<file path="src/pkg/pag_pkg.sv">
// Purpose: Shared constants for the PWM action generator
// Assumes: Word-addressed Avalon-MM slave, 32-bit data
// Notes:   Event vector and action fields share one index scheme
package pag_pkg;
	// ------------------------------------------------------------
	// Widths
	// ------------------------------------------------------------
	localparam int CNT_W  = 16;
	localparam int CFG_W  = 24;
	localparam int EV_N   = 12;
	localparam int ADDR_W = 4;
	localparam int SHD_N  = 4;
	// ------------------------------------------------------------
	// Register indices (word addresses)
	// ------------------------------------------------------------
	localparam logic [3:0] REG_CMP_A   = 4'h0;
	localparam logic [3:0] REG_CMP_B   = 4'h1;
	localparam logic [3:0] REG_ACT_A   = 4'h2;
	localparam logic [3:0] REG_ACT_B   = 4'h3;
	localparam logic [3:0] REG_UPDATE  = 4'h4;
	localparam logic [3:0] REG_FORCE   = 4'h5;
	localparam logic [3:0] REG_STATUS  = 4'h6;
	localparam logic [3:0] REG_ACT_CMP = 4'h7;
	localparam logic [3:0] REG_LAST    = 4'h7;
	// ------------------------------------------------------------
	// Event vector bit positions; action field is cfg[2*pos +: 2]
	// ------------------------------------------------------------
	localparam int EV_UZ  = 0;
	localparam int EV_UP  = 1;
	localparam int EV_UA  = 2;
	localparam int EV_UB  = 3;
	localparam int EV_UT0 = 4;
	localparam int EV_UT1 = 5;
	localparam int EV_DZ  = 6;
	localparam int EV_DP  = 7;
	localparam int EV_DA  = 8;
	localparam int EV_DB  = 9;
	localparam int EV_DT0 = 10;
	localparam int EV_DT1 = 11;
	// ------------------------------------------------------------
	// Action codes
	// ------------------------------------------------------------
	localparam logic [1:0] ACT_NONE = 2'h0;
	localparam logic [1:0] ACT_LOW  = 2'h1;
	localparam logic [1:0] ACT_HIGH = 2'h2;
	localparam logic [1:0] ACT_TOG  = 2'h3;
	// ------------------------------------------------------------
	// Update methods, timer modes, force start choices
	// ------------------------------------------------------------
	localparam logic [1:0] UPD_IMM    = 2'h0;
	localparam logic [1:0] UPD_ZERO   = 2'h1;
	localparam logic [1:0] UPD_PERIOD = 2'h2;
	localparam logic [1:0] UPD_SYNC   = 2'h3;
	localparam logic [1:0] MODE_UP     = 2'h0;
	localparam logic [1:0] MODE_DOWN   = 2'h1;
	localparam logic [1:0] MODE_UPDOWN = 2'h2;
	localparam logic [1:0] START_IMM    = 2'h0;
	localparam logic [1:0] START_ZERO   = 2'h1;
	localparam logic [1:0] START_PERIOD = 2'h2;
	// ------------------------------------------------------------
	// Field positions
	// ------------------------------------------------------------
	localparam int UPD_SEL_T0   = 8;
	localparam int UPD_SEL_T1   = 10;
	localparam int FRC_GLOBAL   = 0;
	localparam int FRC_SHOT_A   = 1;
	localparam int FRC_SHOT_B   = 4;
	localparam int FRC_CONT_A   = 7;
	localparam int FRC_CONT_B   = 9;
	localparam int FRC_START    = 11;
	localparam int FRC_EN_A     = 13;
	localparam int FRC_W        = 15;
	localparam logic [CFG_W-1:0] RST_CFG = 24'h00_0000;
	localparam logic [31:0]      RD_ZERO = 32'h0000_0000;
endpackage

</file>
<file path="src/pag_event_gen.sv">
// Purpose: Timing events from timer count, direction and compares
// Assumes: Inputs come from logic on the same clock
// Notes:   Purely combinational; caller gates with the timer tick
module pag_event_gen
(
	input  wire logic [pag_pkg::CNT_W-1:0] i_count,
	input  wire logic [pag_pkg::CNT_W-1:0] i_period,
	input  wire logic [pag_pkg::CNT_W-1:0] i_cmp_a,
	input  wire logic [pag_pkg::CNT_W-1:0] i_cmp_b,
	input  wire logic                      i_dir_down,
	input  wire logic [1:0]                i_mode,
	input  wire logic                      i_trig_zero,
	input  wire logic                      i_trig_one,
	output logic      [pag_pkg::EV_N-1:0]  o_events
);
	wire logic zero_match   = (i_count == '0);
	wire logic period_match = (i_count == i_period);
	// Compare beyond the period can never fire
	wire logic hit_a = (i_count == i_cmp_a) && (i_cmp_a <= i_period);
	wire logic hit_b = (i_count == i_cmp_b) && (i_cmp_b <= i_period);
	wire logic updown = (i_mode == pag_pkg::MODE_UPDOWN);
	wire logic up     = !i_dir_down;

	// Up-down turns round at the ends, so only down-period and up-zero exist
	assign o_events[pag_pkg::EV_UP]  = up && period_match && !updown;
	assign o_events[pag_pkg::EV_DZ]  = !up && zero_match && !updown;
	// Up-only wraps after period, so up-period leads up-zero by a tick
	assign o_events[pag_pkg::EV_UZ]  = up && zero_match;
	// Down-only reloads after zero, so down-zero leads down-period by a tick
	assign o_events[pag_pkg::EV_DP]  = !up && period_match;
	assign o_events[pag_pkg::EV_UA]  = up && hit_a;
	assign o_events[pag_pkg::EV_UB]  = up && hit_b;
	assign o_events[pag_pkg::EV_DA]  = !up && hit_a;
	assign o_events[pag_pkg::EV_DB]  = !up && hit_b;
	assign o_events[pag_pkg::EV_UT0] = up && i_trig_zero;
	assign o_events[pag_pkg::EV_UT1] = up && i_trig_one;
	assign o_events[pag_pkg::EV_DT0] = !up && i_trig_zero;
	assign o_events[pag_pkg::EV_DT1] = !up && i_trig_one;
endmodule

</file>
<file path="src/pag_action_generator.sv">
// Purpose: PWM action generator for one operator, outputs A and B
// Assumes: Timer, fault and sync inputs are on i_clk_sys
// Notes:   One-shot forces act on the edge after the write, continuous ones an edge later; not truly asynchronously
//
// The address map and register access over Avalon-MM are this design's own decisions.

module pag_action_generator
(
	input  wire logic                       i_clk_sys,
	input  wire logic                       i_rst,
	input  wire logic [pag_pkg::ADDR_W-1:0] i_avs_address,
	input  wire logic                       i_avs_read,
	input  wire logic                       i_avs_write,
	input  wire logic [31:0]                i_avs_writedata,
	output logic      [31:0]                o_avs_readdata,
	output logic                            o_avs_waitrequest,
	input  wire logic [pag_pkg::CNT_W-1:0]  i_timer_count,
	input  wire logic [pag_pkg::CNT_W-1:0]  i_timer_period,
	input  wire logic                       i_timer_dir_down,
	input  wire logic [1:0]                 i_timer_mode,
	input  wire logic                       i_timer_tick,
	input  wire logic                       i_timer_running,
	input  wire logic                       i_sync_event,
	input  wire logic [2:0]                 i_fault_event,
	output logic                            o_output_a,
	output logic                            o_output_b,
	output logic      [pag_pkg::EV_N-1:0]   o_event_pulse
);
	// ------------------------------------------------------------
	// Bus slave: one wait cycle, then the answer
	// ------------------------------------------------------------
	logic [pag_pkg::CFG_W-1:0] shadow [pag_pkg::SHD_N];
	logic [pag_pkg::CFG_W-1:0] active [pag_pkg::SHD_N];
	logic [11:0]               upd_cfg;
	logic [pag_pkg::FRC_W-1:0] frc_cfg;
	logic [1:0]                level;
	logic [1:0]                shot_go;
	logic [1:0]                cont_on;
	logic                      pend_t0;
	logic                      pend_t1;

	wire logic req      = i_avs_read || i_avs_write;
	wire logic wr_take  = i_avs_write && !o_avs_waitrequest;
	wire logic rd_load  = i_avs_read && o_avs_waitrequest;
	wire logic wr_upd   = wr_take && (i_avs_address == pag_pkg::REG_UPDATE);
	wire logic wr_frc   = wr_take && (i_avs_address == pag_pkg::REG_FORCE);
	wire logic global_u = wr_frc && i_avs_writedata[pag_pkg::FRC_GLOBAL];
	wire logic [31:0] status_word = {24'h00_0000, i_timer_dir_down, i_timer_running,
		pend_t1, pend_t0, cont_on, level};
	wire logic [31:0] cmp_word = {active[1][15:0], active[0][15:0]};
	logic [31:0] rd_mux;

	always_comb
	begin
		case (i_avs_address)
			pag_pkg::REG_CMP_A, pag_pkg::REG_CMP_B,
			pag_pkg::REG_ACT_A, pag_pkg::REG_ACT_B:
				rd_mux = {8'h00, shadow[i_avs_address[1:0]]};
			pag_pkg::REG_UPDATE:  rd_mux = {20'h0_0000, upd_cfg};
			pag_pkg::REG_FORCE:   rd_mux = {17'h0_0000, frc_cfg};
			pag_pkg::REG_STATUS:  rd_mux = status_word;
			pag_pkg::REG_ACT_CMP: rd_mux = cmp_word;
			default:              rd_mux = pag_pkg::RD_ZERO;
		endcase
	end

	always_ff @(posedge i_clk_sys or posedge i_rst)
	begin
		if (i_rst)
		begin
			o_avs_waitrequest <= 1'b1;
			o_avs_readdata    <= pag_pkg::RD_ZERO;
		end
		else
		begin
			o_avs_waitrequest <= !(req && o_avs_waitrequest);
			if (rd_load)
				o_avs_readdata <= rd_mux;
		end
	end

	// ------------------------------------------------------------
	// Control registers; one-shot and global bits never store
	// ------------------------------------------------------------
	always_ff @(posedge i_clk_sys or posedge i_rst)
	begin
		if (i_rst)
		begin
			upd_cfg <= 12'h000;
			frc_cfg <= 15'h0000;
		end
		else
		begin
			if (wr_upd)
				upd_cfg <= i_avs_writedata[11:0];
			if (wr_frc)
				frc_cfg <= i_avs_writedata[pag_pkg::FRC_W-1:0] & 15'h7FEC;
		end
	end

	// ------------------------------------------------------------
	// Trigger sources: latched until the next timer tick
	// ------------------------------------------------------------
	// Raw fault events are used; trip gating lives elsewhere
	wire logic [3:0] trig_src = {i_sync_event, i_fault_event};
	wire logic src_t0 = trig_src[upd_cfg[pag_pkg::UPD_SEL_T0 +: 2]];
	wire logic src_t1 = trig_src[upd_cfg[pag_pkg::UPD_SEL_T1 +: 2]];
	wire logic act_en = i_timer_tick && i_timer_running;

	// Set wins over the consuming tick so a late source is kept
	always_ff @(posedge i_clk_sys or posedge i_rst)
	begin
		if (i_rst)
		begin
			pend_t0 <= 1'b0;
			pend_t1 <= 1'b0;
		end
		else
		begin
			pend_t0 <= (pend_t0 && !act_en) || src_t0;
			pend_t1 <= (pend_t1 && !act_en) || src_t1;
		end
	end

	// ------------------------------------------------------------
	// Events
	// ------------------------------------------------------------
	logic [pag_pkg::EV_N-1:0] ev_raw;

	pag_event_gen u_event_gen
	(
		.i_count     (i_timer_count),
		.i_period    (i_timer_period),
		.i_cmp_a     (active[0][15:0]),
		.i_cmp_b     (active[1][15:0]),
		.i_dir_down  (i_timer_dir_down),
		.i_mode      (i_timer_mode),
		.i_trig_zero (pend_t0),
		.i_trig_one  (pend_t1),
		.o_events    (ev_raw)
	);

	wire logic [pag_pkg::EV_N-1:0] ev = act_en ? ev_raw : 12'h000;

	// Reported whatever the action, so no-action events stay visible
	always_ff @(posedge i_clk_sys or posedge i_rst)
	begin
		if (i_rst)
			o_event_pulse <= 12'h000;
		else
			o_event_pulse <= ev;
	end

	// ------------------------------------------------------------
	// Shadow registers: compare A, compare B, action A, action B
	// ------------------------------------------------------------
	wire logic upd_zero   = act_en && (i_timer_count == '0);
	wire logic upd_period = act_en && (i_timer_count == i_timer_period);

	genvar s;
	generate
		for (s = 0; s < pag_pkg::SHD_N; s++)
		begin : g_shadow
			wire logic [1:0] meth = upd_cfg[2*s +: 2];
			wire logic wr_s = wr_take && (i_avs_address == 4'(s));
			wire logic fire = global_u || (meth == pag_pkg::UPD_IMM) ||
				((meth == pag_pkg::UPD_ZERO) && upd_zero) ||
				((meth == pag_pkg::UPD_PERIOD) && upd_period) ||
				((meth == pag_pkg::UPD_SYNC) && i_sync_event);
			always_ff @(posedge i_clk_sys or posedge i_rst)
			begin
				if (i_rst)
				begin
					shadow[s] <= pag_pkg::RST_CFG;
					active[s] <= pag_pkg::RST_CFG;
				end
				else
				begin
					if (wr_s)
						shadow[s] <= i_avs_writedata[pag_pkg::CFG_W-1:0];
					if (fire)
						active[s] <= shadow[s];
				end
			end
		end
	endgenerate

	// ------------------------------------------------------------
	// Priority pick: highest present event decides, even if idle
	// ------------------------------------------------------------
	function automatic logic [1:0] pag_pick(input logic [pag_pkg::EV_N-1:0] e,
		input logic [pag_pkg::CFG_W-1:0] c, input logic dn);
		logic [1:0] a;
		a = pag_pkg::ACT_NONE;
		if (!dn)
		begin
			if (e[pag_pkg::EV_UP])       a = c[2*pag_pkg::EV_UP +: 2];
			else if (e[pag_pkg::EV_UT0]) a = c[2*pag_pkg::EV_UT0 +: 2];
			else if (e[pag_pkg::EV_UT1]) a = c[2*pag_pkg::EV_UT1 +: 2];
			else if (e[pag_pkg::EV_UB])  a = c[2*pag_pkg::EV_UB +: 2];
			else if (e[pag_pkg::EV_UA])  a = c[2*pag_pkg::EV_UA +: 2];
			else if (e[pag_pkg::EV_UZ])  a = c[2*pag_pkg::EV_UZ +: 2];
		end
		else
		begin
			if (e[pag_pkg::EV_DZ])       a = c[2*pag_pkg::EV_DZ +: 2];
			else if (e[pag_pkg::EV_DT0]) a = c[2*pag_pkg::EV_DT0 +: 2];
			else if (e[pag_pkg::EV_DT1]) a = c[2*pag_pkg::EV_DT1 +: 2];
			else if (e[pag_pkg::EV_DB])  a = c[2*pag_pkg::EV_DB +: 2];
			else if (e[pag_pkg::EV_DA])  a = c[2*pag_pkg::EV_DA +: 2];
			else if (e[pag_pkg::EV_DP])  a = c[2*pag_pkg::EV_DP +: 2];
		end
		return a;
	endfunction

	// ------------------------------------------------------------
	// Output channels A and B
	// ------------------------------------------------------------
	wire logic [1:0] start_sel = frc_cfg[pag_pkg::FRC_START +: 2];
	wire logic start_hit = (start_sel == pag_pkg::START_IMM) ||
		((start_sel == pag_pkg::START_ZERO) && upd_zero) ||
		((start_sel == pag_pkg::START_PERIOD) && upd_period);
	logic [1:0] pick [2];

	genvar ch;
	generate
		for (ch = 0; ch < 2; ch++)
		begin : g_out
			// Each output has its own config, enable and force fields
			wire logic en = frc_cfg[pag_pkg::FRC_EN_A + ch];
			wire logic [1:0] shot_lvl = frc_cfg[pag_pkg::FRC_SHOT_A + 3*ch + 1 +: 2];
			wire logic [1:0] cont_lvl = frc_cfg[pag_pkg::FRC_CONT_A + 2*ch +: 2];
			// Enable rides in the same write as the shot, so take it from the bus
			wire logic shot_req = wr_frc && i_avs_writedata[pag_pkg::FRC_EN_A + ch] &&
				i_avs_writedata[pag_pkg::FRC_SHOT_A + 3*ch];
			wire logic cont_want = en && (cont_lvl != pag_pkg::ACT_NONE);
			logic next_level;

			assign pick[ch] = pag_pick(ev, active[2+ch], i_timer_dir_down);

			always_comb
			begin
				// Force outranks every timing event
				if (cont_on[ch])
					next_level = (cont_lvl == pag_pkg::ACT_HIGH);
				else if (shot_go[ch] && (shot_lvl != pag_pkg::ACT_NONE))
					next_level = (shot_lvl == pag_pkg::ACT_HIGH) ||
						((shot_lvl == pag_pkg::ACT_TOG) && !level[ch]);
				else
				begin
					case (pick[ch])
						pag_pkg::ACT_LOW:  next_level = 1'b0;
						pag_pkg::ACT_HIGH: next_level = 1'b1;
						pag_pkg::ACT_TOG:  next_level = !level[ch];
						default:           next_level = level[ch];
					endcase
				end
			end

			always_ff @(posedge i_clk_sys or posedge i_rst)
			begin
				if (i_rst)
				begin
					level[ch]   <= 1'b0;
					shot_go[ch] <= 1'b0;
					cont_on[ch] <= 1'b0;
				end
				else
				begin
					level[ch]   <= next_level;
					shot_go[ch] <= shot_req;
					cont_on[ch] <= cont_want && (cont_on[ch] || start_hit);
				end
			end
		end
	endgenerate

	// Outputs are the level flops themselves
	assign o_output_a = level[0];
	assign o_output_b = level[1];

	// ------------------------------------------------------------
	// Checks
	// ------------------------------------------------------------
	wire logic [1:0] frc_any = cont_on | shot_go;
	wire logic cont_b_high = (frc_cfg[pag_pkg::FRC_CONT_B +: 2] == pag_pkg::ACT_HIGH);

	cmp_range_a:
		assert property (@(posedge i_clk_sys) disable iff (i_rst)
			(ev_raw[pag_pkg::EV_UA] || ev_raw[pag_pkg::EV_DA]) |->
			(active[0][15:0] <= i_timer_period))
		else $error("compare A event beyond period");
	updown_evt_a:
		assert property (@(posedge i_clk_sys) disable iff (i_rst)
			(i_timer_mode == pag_pkg::MODE_UPDOWN) |->
			!ev_raw[pag_pkg::EV_UP] && !ev_raw[pag_pkg::EV_DZ])
		else $error("impossible up-down event raised");
	stop_hold_a:
		assert property (@(posedge i_clk_sys) disable iff (i_rst)
			(!i_timer_running && (frc_any == 2'b00)) |=> $stable(level))
		else $error("level moved while timer stopped");
	cont_hold_a:
		assert property (@(posedge i_clk_sys) disable iff (i_rst)
			cont_on[1] |=> (level[1] == $past(cont_b_high)))
		else $error("continuous force not held on B");
	shot_lvl_a:
		assert property (@(posedge i_clk_sys) disable iff (i_rst)
			(shot_go[0] && !cont_on[0] &&
			(frc_cfg[pag_pkg::FRC_SHOT_A + 1 +: 2] == pag_pkg::ACT_LOW))
			|=> !level[0])
		else $error("one-shot low not applied on A");
	up_prio_a:
		assert property (@(posedge i_clk_sys) disable iff (i_rst)
			(ev[pag_pkg::EV_UP] && !frc_any[0] &&
			(active[2][2*pag_pkg::EV_UP +: 2] == pag_pkg::ACT_HIGH)) |=> level[0])
		else $error("up-period did not win on A");
	down_prio_a:
		assert property (@(posedge i_clk_sys) disable iff (i_rst)
			(ev[pag_pkg::EV_DZ] && !frc_any[0] &&
			(active[2][2*pag_pkg::EV_DZ +: 2] == pag_pkg::ACT_LOW)) |=> !level[0])
		else $error("down-zero did not win on A");
	toggle_b_a:
		assert property (@(posedge i_clk_sys) disable iff (i_rst)
			(!frc_any[1] && (pick[1] == pag_pkg::ACT_TOG)) |=> (level[1] != $past(level[1])))
		else $error("toggle did not invert B");
	bus_wait_a:
		assert property (@(posedge i_clk_sys) disable iff (i_rst)
			(req && o_avs_waitrequest) |=> !o_avs_waitrequest ##1 o_avs_waitrequest)
		else $error("bus answer not after one wait cycle");

	cov_shot_c:
		cover property (@(posedge i_clk_sys) disable iff (i_rst) shot_go[0] ##1 level[0]);
	cov_cont_c:
		cover property (@(posedge i_clk_sys) disable iff (i_rst) $rose(cont_on[1]));
	cov_coinc_c:
		cover property (@(posedge i_clk_sys) disable iff (i_rst)
			ev[pag_pkg::EV_UA] && ev[pag_pkg::EV_UB]);
endmodule

</file>
<file path="config.mk">
export PLATFORM = sky130hd
export DESIGN_NAME = pag_action_generator
export DESIGN_NICKNAME = d
export VERILOG_FILES = /design/src/pkg/pag_pkg.sv /design/src/pag_event_gen.sv /design/src/pag_action_generator.sv
export SDC_FILE = /design/constraint.sdc
export NUM_CORES = 1
export LEC_CHECK = 0
export ABC_AREA = 1
export BUFFER_PORTS_ARGS = -buffer_cell sky130_fd_sc_hd__buf_2
export CAP_MARGIN = 10
export CELL_PAD_IN_SITES_DETAIL_PLACEMENT = 0
export CELL_PAD_IN_SITES_GLOBAL_PLACEMENT = 1
export CORE_AREA = 3 3 177 179
export DETAILED_ROUTE_END_ITERATION = 12
export DIE_AREA = 0 0 180 182
export GPL_TIMING_DRIVEN = 0
export PLACE_DENSITY_LB_ADDON = 0.08
export SKIP_LAST_GASP = 1
export SYNTH_ARGS = -nofsm -noshare
export SYNTH_HDL_FRONTEND = slang
export SYNTH_HIERARCHICAL = 1
export SYNTH_SLANG_ARGS = --single-unit
export TNS_END_PERCENT = 10
</file>
<file path="constraint.sdc">
create_clock -name i_clk_sys -period 8.75 [get_ports i_clk_sys]
set_input_delay 0.875 -clock i_clk_sys [delete_from_list [all_inputs] [get_ports i_clk_sys]]
set_output_delay 0.875 -clock i_clk_sys [all_outputs]
set_load 0.01 [all_outputs]
</file>
==> metrics.yaml, run 1 <==
cts:
  clockRootBuffer: "clkbuf_16"
  clock_latency_ps: 550
  cts-buffers-inserted: 29
  cts_resized: 0
  cts_buffer_depth: 3
  h-tree-depth: 1
  path_clk_slew_ps: 60
  clock_sinks: 253
  hold_buffers: 0
  cts_setup_buffers: 0
  cts_tree: "done"
grt:
  grt_usage_pct: 28.1
  antenna_found_initial: 1
  overflow: 0
  grt_max_degree: 108
  grt_pass1_vias: 11700
  grt_pass1_wl_mm: 71.2
critical_path:
  cp.arrival_ps: 4160
  crit_chain: "buf_2, inv_1, ha_1, nand2_1, nor3_1, nand3_1, nand2_1, nand2_1, nor2_1, inv_1, nor2_1, nand2_1, nand2_1, nand2_1, nand2_1, nand2_1, nand2_1, nand2_1, nand2_1, nand2_1, nand3_1, nand2_1, nand2_1, nand3_1"
  critical_path.startpoint: "i_timer_period[15]"
  cpMaxStageDelayCell: "nor3_1"
  critPathKind: "input port to register"
  critPathMaxFanout: 5
  ff2ff_setup_slack_ps: 5030
  ff2ff_path_depth: 22
  cp_common_cell: "nand2_1"
  timing.rr.end: "o_output_a"
  cp-endpoint: "o_output_a"
  cp-end-kind: "register"
  start_kind: "input port"
  cp_slowest_stage_delay_ps: 560
  reg2reg_from: "active[87]"
  cp.required_ps: 9180
routing:
  vias_per_cell: 5.56
  drt_iter0_drc: 1185
  postRouteAntennaNets: 0
  wl_per_cell_um: 20.8
  drc: 0
  via_count: 12400
  drt-total-wl_mm: 46.4
  firstDrtPassIters: 5
floorplan:
  die_area_um2: 32800
  dieHeight_um: 182
  rows: 63
  die_x_um: 180
  num_io_pins: 128
  initial_utilization_pct: 44.2
  coreArea_um2: 29700
yosys:
  seq_area_frac_synth_pct: 48.3
  syn_avg_cell_area_um2: 7.87
  synth-seq-cells: 253
  ys_types: 40
  ys.flop_type: "dfrtp_1"
  ys.warnings.count: 6
  synth_cells: 1667
  async_flop_share_pct: 100
  synth_edf_count: 0
  syn_area_um2: 13100
  synth_fp_nets: 1780
layout:
  n_fill_cell: 2990
  layoutNonFillerInstCount: 2228
  area_growth_pct: 15.8
  fin_util_pct: 51.1
  final_common_cell: "nand2_1"
  most-common-layout-cells: "nand2_1, dfrtp_1, o21ai_0"
  final_area_um2: 15200
  layout-drive-gt1-share_pct: 11.6
  diodes: 0
  nets: 1932
worst_hold_path:
  hp-class: "input port to async pin"
place:
  dp_hpwl_mm: 35.7
  preCtsSetupSlack_ps: 4580
  placed_area_um2: 14300
  placed_cells: 2178
  port_buffers: 119
  gp_congestion: 0.919
timing:
  worst_pin_slew_ps: 862
  max_freq_ghz: 0.268
  min_period_ps: 3730
  setup_viol: 0
  finalCritPeriodShare_pct: 42.6
  hold_viol_final: 0
  rsz0062_at_grt: "false"
  finalWorstSetupSlack_ps: 5020
  tns_ps: 0
  skew_ps: 11.2
  max_slew_margin_pct: 42.0
  holdWs_ps: 346
  slew_violations: 0
run:
  maxCapViolCount: 0
outcome:
  status: "complete, no violations"
power:
  p_leak_nw: 7.90
  vdd_drop_max_mv: 0.167
  powerDensity_nw_per_um2: 251
  power_mw: 3.81
==> routing by layer <==
| metal | global-route usage [%] | vias to the layer above | wire length [µm] |
|---|---|---|---|
| met4 | 7.15 | 2 | 1400 |
| met1 | 42.5 | 6009 | 21400 |
| met3 | 5.05 | 88 | 3670 |
| met2 | 41.7 | 497 | 19900 |
| met5 | 0 | - | 13 |
| li1 | - | 5783 | - |
==> how the worst min path moves through the flow <==
stage	to	slack, ps	cells past startpoint
2_1_floorplan	upd_cfg[3]	450	2
3_3_place_gp	o_avs_readdata[10]	460	2
3_5_place_dp	o_avs_readdata[31]	460	2
4_1_cts	o_avs_readdata[20]	360	2
5_1_grt	o_avs_readdata[20]	380	2
6_report	o_avs_readdata[20]	350	2
==> critical path, delay by kind of cell <==
| family | cells | cell delay (ps) |
|---|---|---|
| simple gates | 20 | 2620 |
| fa+ha+maj | 1 | 300 |
| buf+inv | 3 | 340 |
==> cell usage after synthesis (2+ instances only) <==
cell | count | area share [%]
nand2_1 | 558 | 16
dfrtp_1 | 252 | 48
o21ai_0 | 155 | 5.9
inv_1 | 151 | 4.3
nand3_1 | 124 | 4.7
nor2_1 | 83 | 2.4
a22oi_1 | 57 | 3.3
a21oi_1 | 48 | 1.8
clkbuf_1 | 45 | 1.3
ha_1 | 32 | 3.1
xnor2_1 | 25 | 1.7
nand4_1 | 20 | 0.95
xor2_1 | 14 | 0.93
nor3_1 | 11 | 0.42
or2_2 | 10 | 0.48
buf_1 | 9 | 0.26
o2111ai_1 | 8 | 0.53
inv_2 | 7 | 0.20
buf_6 | 6 | 0.51
nor4_1 | 6 | 0.29
a21oi_2 | 5 | 0.33
nand2_2 | 5 | 0.24
a221oi_1 | 4 | 0.27
buf_2 | 4 | 0.15
nand4_2 | 4 | 0.38
nor2_2 | 4 | 0.19
o31ai_1 | 4 | 0.23
a21o_1 | 3 | 0.17
or2_1 | 2 | 0.095
==> sequential cells by signal (all words and copies together) (netlist names) <==
| signal | count |
|---|---|
| active | 80 |
| cont_on | 2 |
| frc_cfg | 12 |
| o_avs_readdata | 32 |
| o_avs_waitrequest | 1 |
| o_event_pulse | 12 |
| o_output_a | 1 |
| o_output_b | 1 |
| pend_t0 | 1 |
| pend_t1 | 1 |
| shadow | 96 |
| shot_go | 2 |
| upd_cfg | 12 |
==> area by class of cell <==
cell class / count / area, µm² / share of cell area [%]
sequential: 253 / 6330 / 41.7
multi-input combinational: 1192 / 5910 / 38.9
clock buffer: 41 / 821 / 5.40
timing repair buffer: 121 / 651 / 4.28
inverter: 158 / 601 / 3.95
tap: 390 / 488 / 3.21
buffer: 64 / 290 / 1.91
clock inverter: 9 / 101 / 0.667
==> report_power, final <==
| part | internal [mW] | total, mW | switching (mW) |
|---|---|---|---|
| Sequential | 1.45 | 1.75 | 0.300 |
| Combinational | 0.329 | 0.883 | 0.554 |
| Clock | 0.706 | 1.18 | 0.476 |
| Total | 2.48 | 3.81 | 1.33 |
==> kinds of logic after synthesis <==
family	Yosys count	share of synthesized area, %
adder cells (fa/ha/maj)	32	3.05
XOR/XNOR	39	2.60
buffers and inverters	222	6.73
flip-flops	253	48.3
AO/OA/AOI/OAI	288	12.8
AND/OR/NAND/NOR	833	26.6
Power figures use the tool's default switching activity.
==> run 2, diff against run 1 <==
Settings changed: CORE_AREA 3 3 177 179 to 3 3 186 188, DIE_AREA 0 0 180 182 to 0 0 189 191.
Clock period 8.75 ns to 3.4 ns, I/O delays scaled along.
==> run 2 against run 1 <==
  * Sequential cell count unchanged
  * Critical path depth decreased by 4
  * Global-route usage decreased by 1.2 points
  * Clock-buffer cell count decreased by 1
  * Worst hold slack lost 320 ps
  * Sequential share of layout area decreased by 0.78 points
  * Clock skew is 0.98 ps higher
  * First-iteration DRC count shrank 8.6%
  * Via count down 2.1%
  * Utilization down 4.6 points
  * Wire length is 3.7% higher
  * Register-to-register slack worse by 4700 ps
==> metrics.yaml, run 2 (same netlist as run 1, synthesis figures left out) <==
routing:
  postRouteAntennaNets: 0  # unchanged
  via_count: 12100  # -2.1%
  wl_per_cell_um: 21.0  # +0.54%
  firstDrtPassIters: 5  # unchanged
  vias_per_cell: 5.27  # -5.1%
  drt-total-wl_mm: 48.1  # +3.7%
  drt_iter0_drc: 1083  # -8.6%
  drc: 0  # unchanged
timing:
  skew_ps: 12.2  # +0.981 ps
  max_freq_ghz: 0.325
  rsz0062_at_grt: "true"
  finalCritPeriodShare_pct: 90.6
  slew_violations: 0  # unchanged
  worst_pin_slew_ps: 919  # +56.5 ps
  tns_ps: 0  # unchanged
  setup_viol: 0  # unchanged
  hold_viol_final: 0  # unchanged
  min_period_ps: 3080
  max_slew_margin_pct: 38.2  # -3.8 points
grt:
  grt_pass1_vias: 11700  # +0.28%
  antenna_found_initial: 0  # -1
  grt_usage_pct: 26.8  # -1.2 points
  grt_max_degree: 43  # -60%
  overflow: 0  # unchanged
  grt_pass1_wl_mm: 73.3  # +2.9%
floorplan:
  num_io_pins: 128  # unchanged
  coreArea_um2: 33300  # +12%
  die_area_um2: 36100  # +10%
  dieHeight_um: 191  # +4.9%
  die_x_um: 189  # +5.0%
  initial_utilization_pct: 39.4  # -4.7 points
  rows: 67  # +6.3%
critical_path:
  cp-end-kind: "register"
  timing.rr.end: "o_output_a"
  cp.required_ps: 3830  # -5350 ps
  critPathMaxFanout: 5  # unchanged
  reg2reg_from: "active[57]"
  ff2ff_setup_slack_ps: 320  # -4710 ps
  critical_path.startpoint: "active[57]"
  critPathKind: "register to register"
  ff2ff_path_depth: 20  # -9.1%
  start_kind: "register"
  cp-endpoint: "o_output_a"
  cp.arrival_ps: 3510  # -650 ps
place:
  port_buffers: 119  # unchanged
  gp_congestion: 0.914  # -0.57%
  dp_hpwl_mm: 37.3  # +4.3%
layout:
  nets: 1940  # +0.41%
  final_common_cell: "nand2_1"
  regMostFlops: "shadow"
  layout-drive-gt1-share_pct: 12.8  # +1.2 points
  largest_reg_flops: 96  # unchanged
  most-common-layout-cells: "nand2_1, dfrtp_1, o21ai_0"
  area_growth_pct: 18.0
  reg.largest.list: "shadow x96, active x80, o_avs_readdata x32"
  diodes: 0  # unchanged
  n_fill_cell: 3451  # +15%
cts:
  cts-buffers-inserted: 29  # unchanged
  cts_tree: "done"
  h-tree-depth: 1  # unchanged
  clockRootBuffer: "clkbuf_16"
  cts_buffer_depth: 3  # unchanged
  clock_latency_ps: 550  # about the same
  clock_sinks: 253  # unchanged
  path_clk_slew_ps: 60  # about the same
power:
  powerDensity_nw_per_um2: 645  # +160%
  power_mw: 9.98  # +160%
  p_leak_nw: 8.00  # +1.2%
  vdd_drop_max_mv: 0.507  # +200%
worst_hold_path:
  hp-class: "input port to register"
run:
  maxCapViolCount: 0  # unchanged
outcome:
  status: "complete, no violations"
[run 2: cell types whose count changed in the layout (fill, tap and decap cells not counted), moves of 3 or more]
cell           previous run  this run
buf_12                    0         6
clkbuf_1                 52        48
clkbuf_8                  5         8
clkinv_2                  5         9
dlygate4sd3_1             0         4
nor2_1                   83        78
nor2_4                    0         3
[run 2: stage by stage]
stage | hold slack, ps | std cells | util (%) | cell area [µm²] | setup slack [ps]
after floorplan | 403 | 1667 | - | 13100 | -269
after global routing | 35.3 | 2297 | 46.5 | 15500 | -21.0
final | 29.9 | 2297 | 46.5 | 15500 | 319
after CTS | 4.35 | 2297 | 46.4 | 15400 | -6.94
after global placement | 457 | 2234 | 42.9 | 14300 | -1960
after detailed placement | 464 | 2240 | 43.3 | 14400 | -246
[run 2: worst min path at each step]
stage	startpoint	slack, ps	depth (start not counted)	to
final	i_avs_writedata[6]	30	3	frc_cfg[6]
after global routing	i_avs_writedata[6]	40	3	frc_cfg[6]
after CTS	i_avs_writedata[6]	4	3	frc_cfg[6]
after detailed placement	o_avs_readdata[25]	460	2	o_avs_readdata[25]
after global placement	o_avs_readdata[9]	460	2	o_avs_readdata[9]
after floorplan	i_avs_read	400	1	o_avs_waitrequest
[run 2: routing by layer]
layer	vias to the layer above	routed length, µm	GRT usage, %
li1	5790	-	-
met1	5830	22700	39.8
met2	422	20300	39.8
met3	71	3780	5.68
met4	0	1360	6.99
met5	-	0	0
[run 2: timing repair]
action,4_1_cts,5_1_grt
gates resized for setup,3,16
hold endpoints to repair,33,0
buffers inserted,0,0
hold buffers,4,0
setup endpoints to repair,2,2
[run 2: area by class of cell]
cell class	instances	area, µm²	share of cell area (%)
clock inverter	13	121	0.784
inverter	158	597	3.85
tap	448	561	3.62
timing repair buffer	129	756	4.88
clock buffer	40	847	5.47
buffer	64	290	1.87
sequential	253	6330	40.9
multi-input combinational	1192	5980	38.6
[run 2: worst max-delay path: stages (launching register included)]
cell	delay, ps
dfrtp_1	470
ha_1	340
nand4_1	160
nor3_4	290
nand3_1	120
nand2_1	120
nand2_2	130
nor2_1	160
inv_1	70
nor2_2	230
a21oi_1	100
nand2_1	100
nand2_1	60
nand2_1	60
nand2_1	70
nand2_1	170
nand2_1	70
nand3_1	80
nand2_1	50
nand2_1	50
nand3_1	60
[run 2: where the power goes]
part	internal, mW	switching, mW
sequential	3.73	0.775
combinational	0.865	1.45
clock	1.88	1.28
total	6.48	3.51
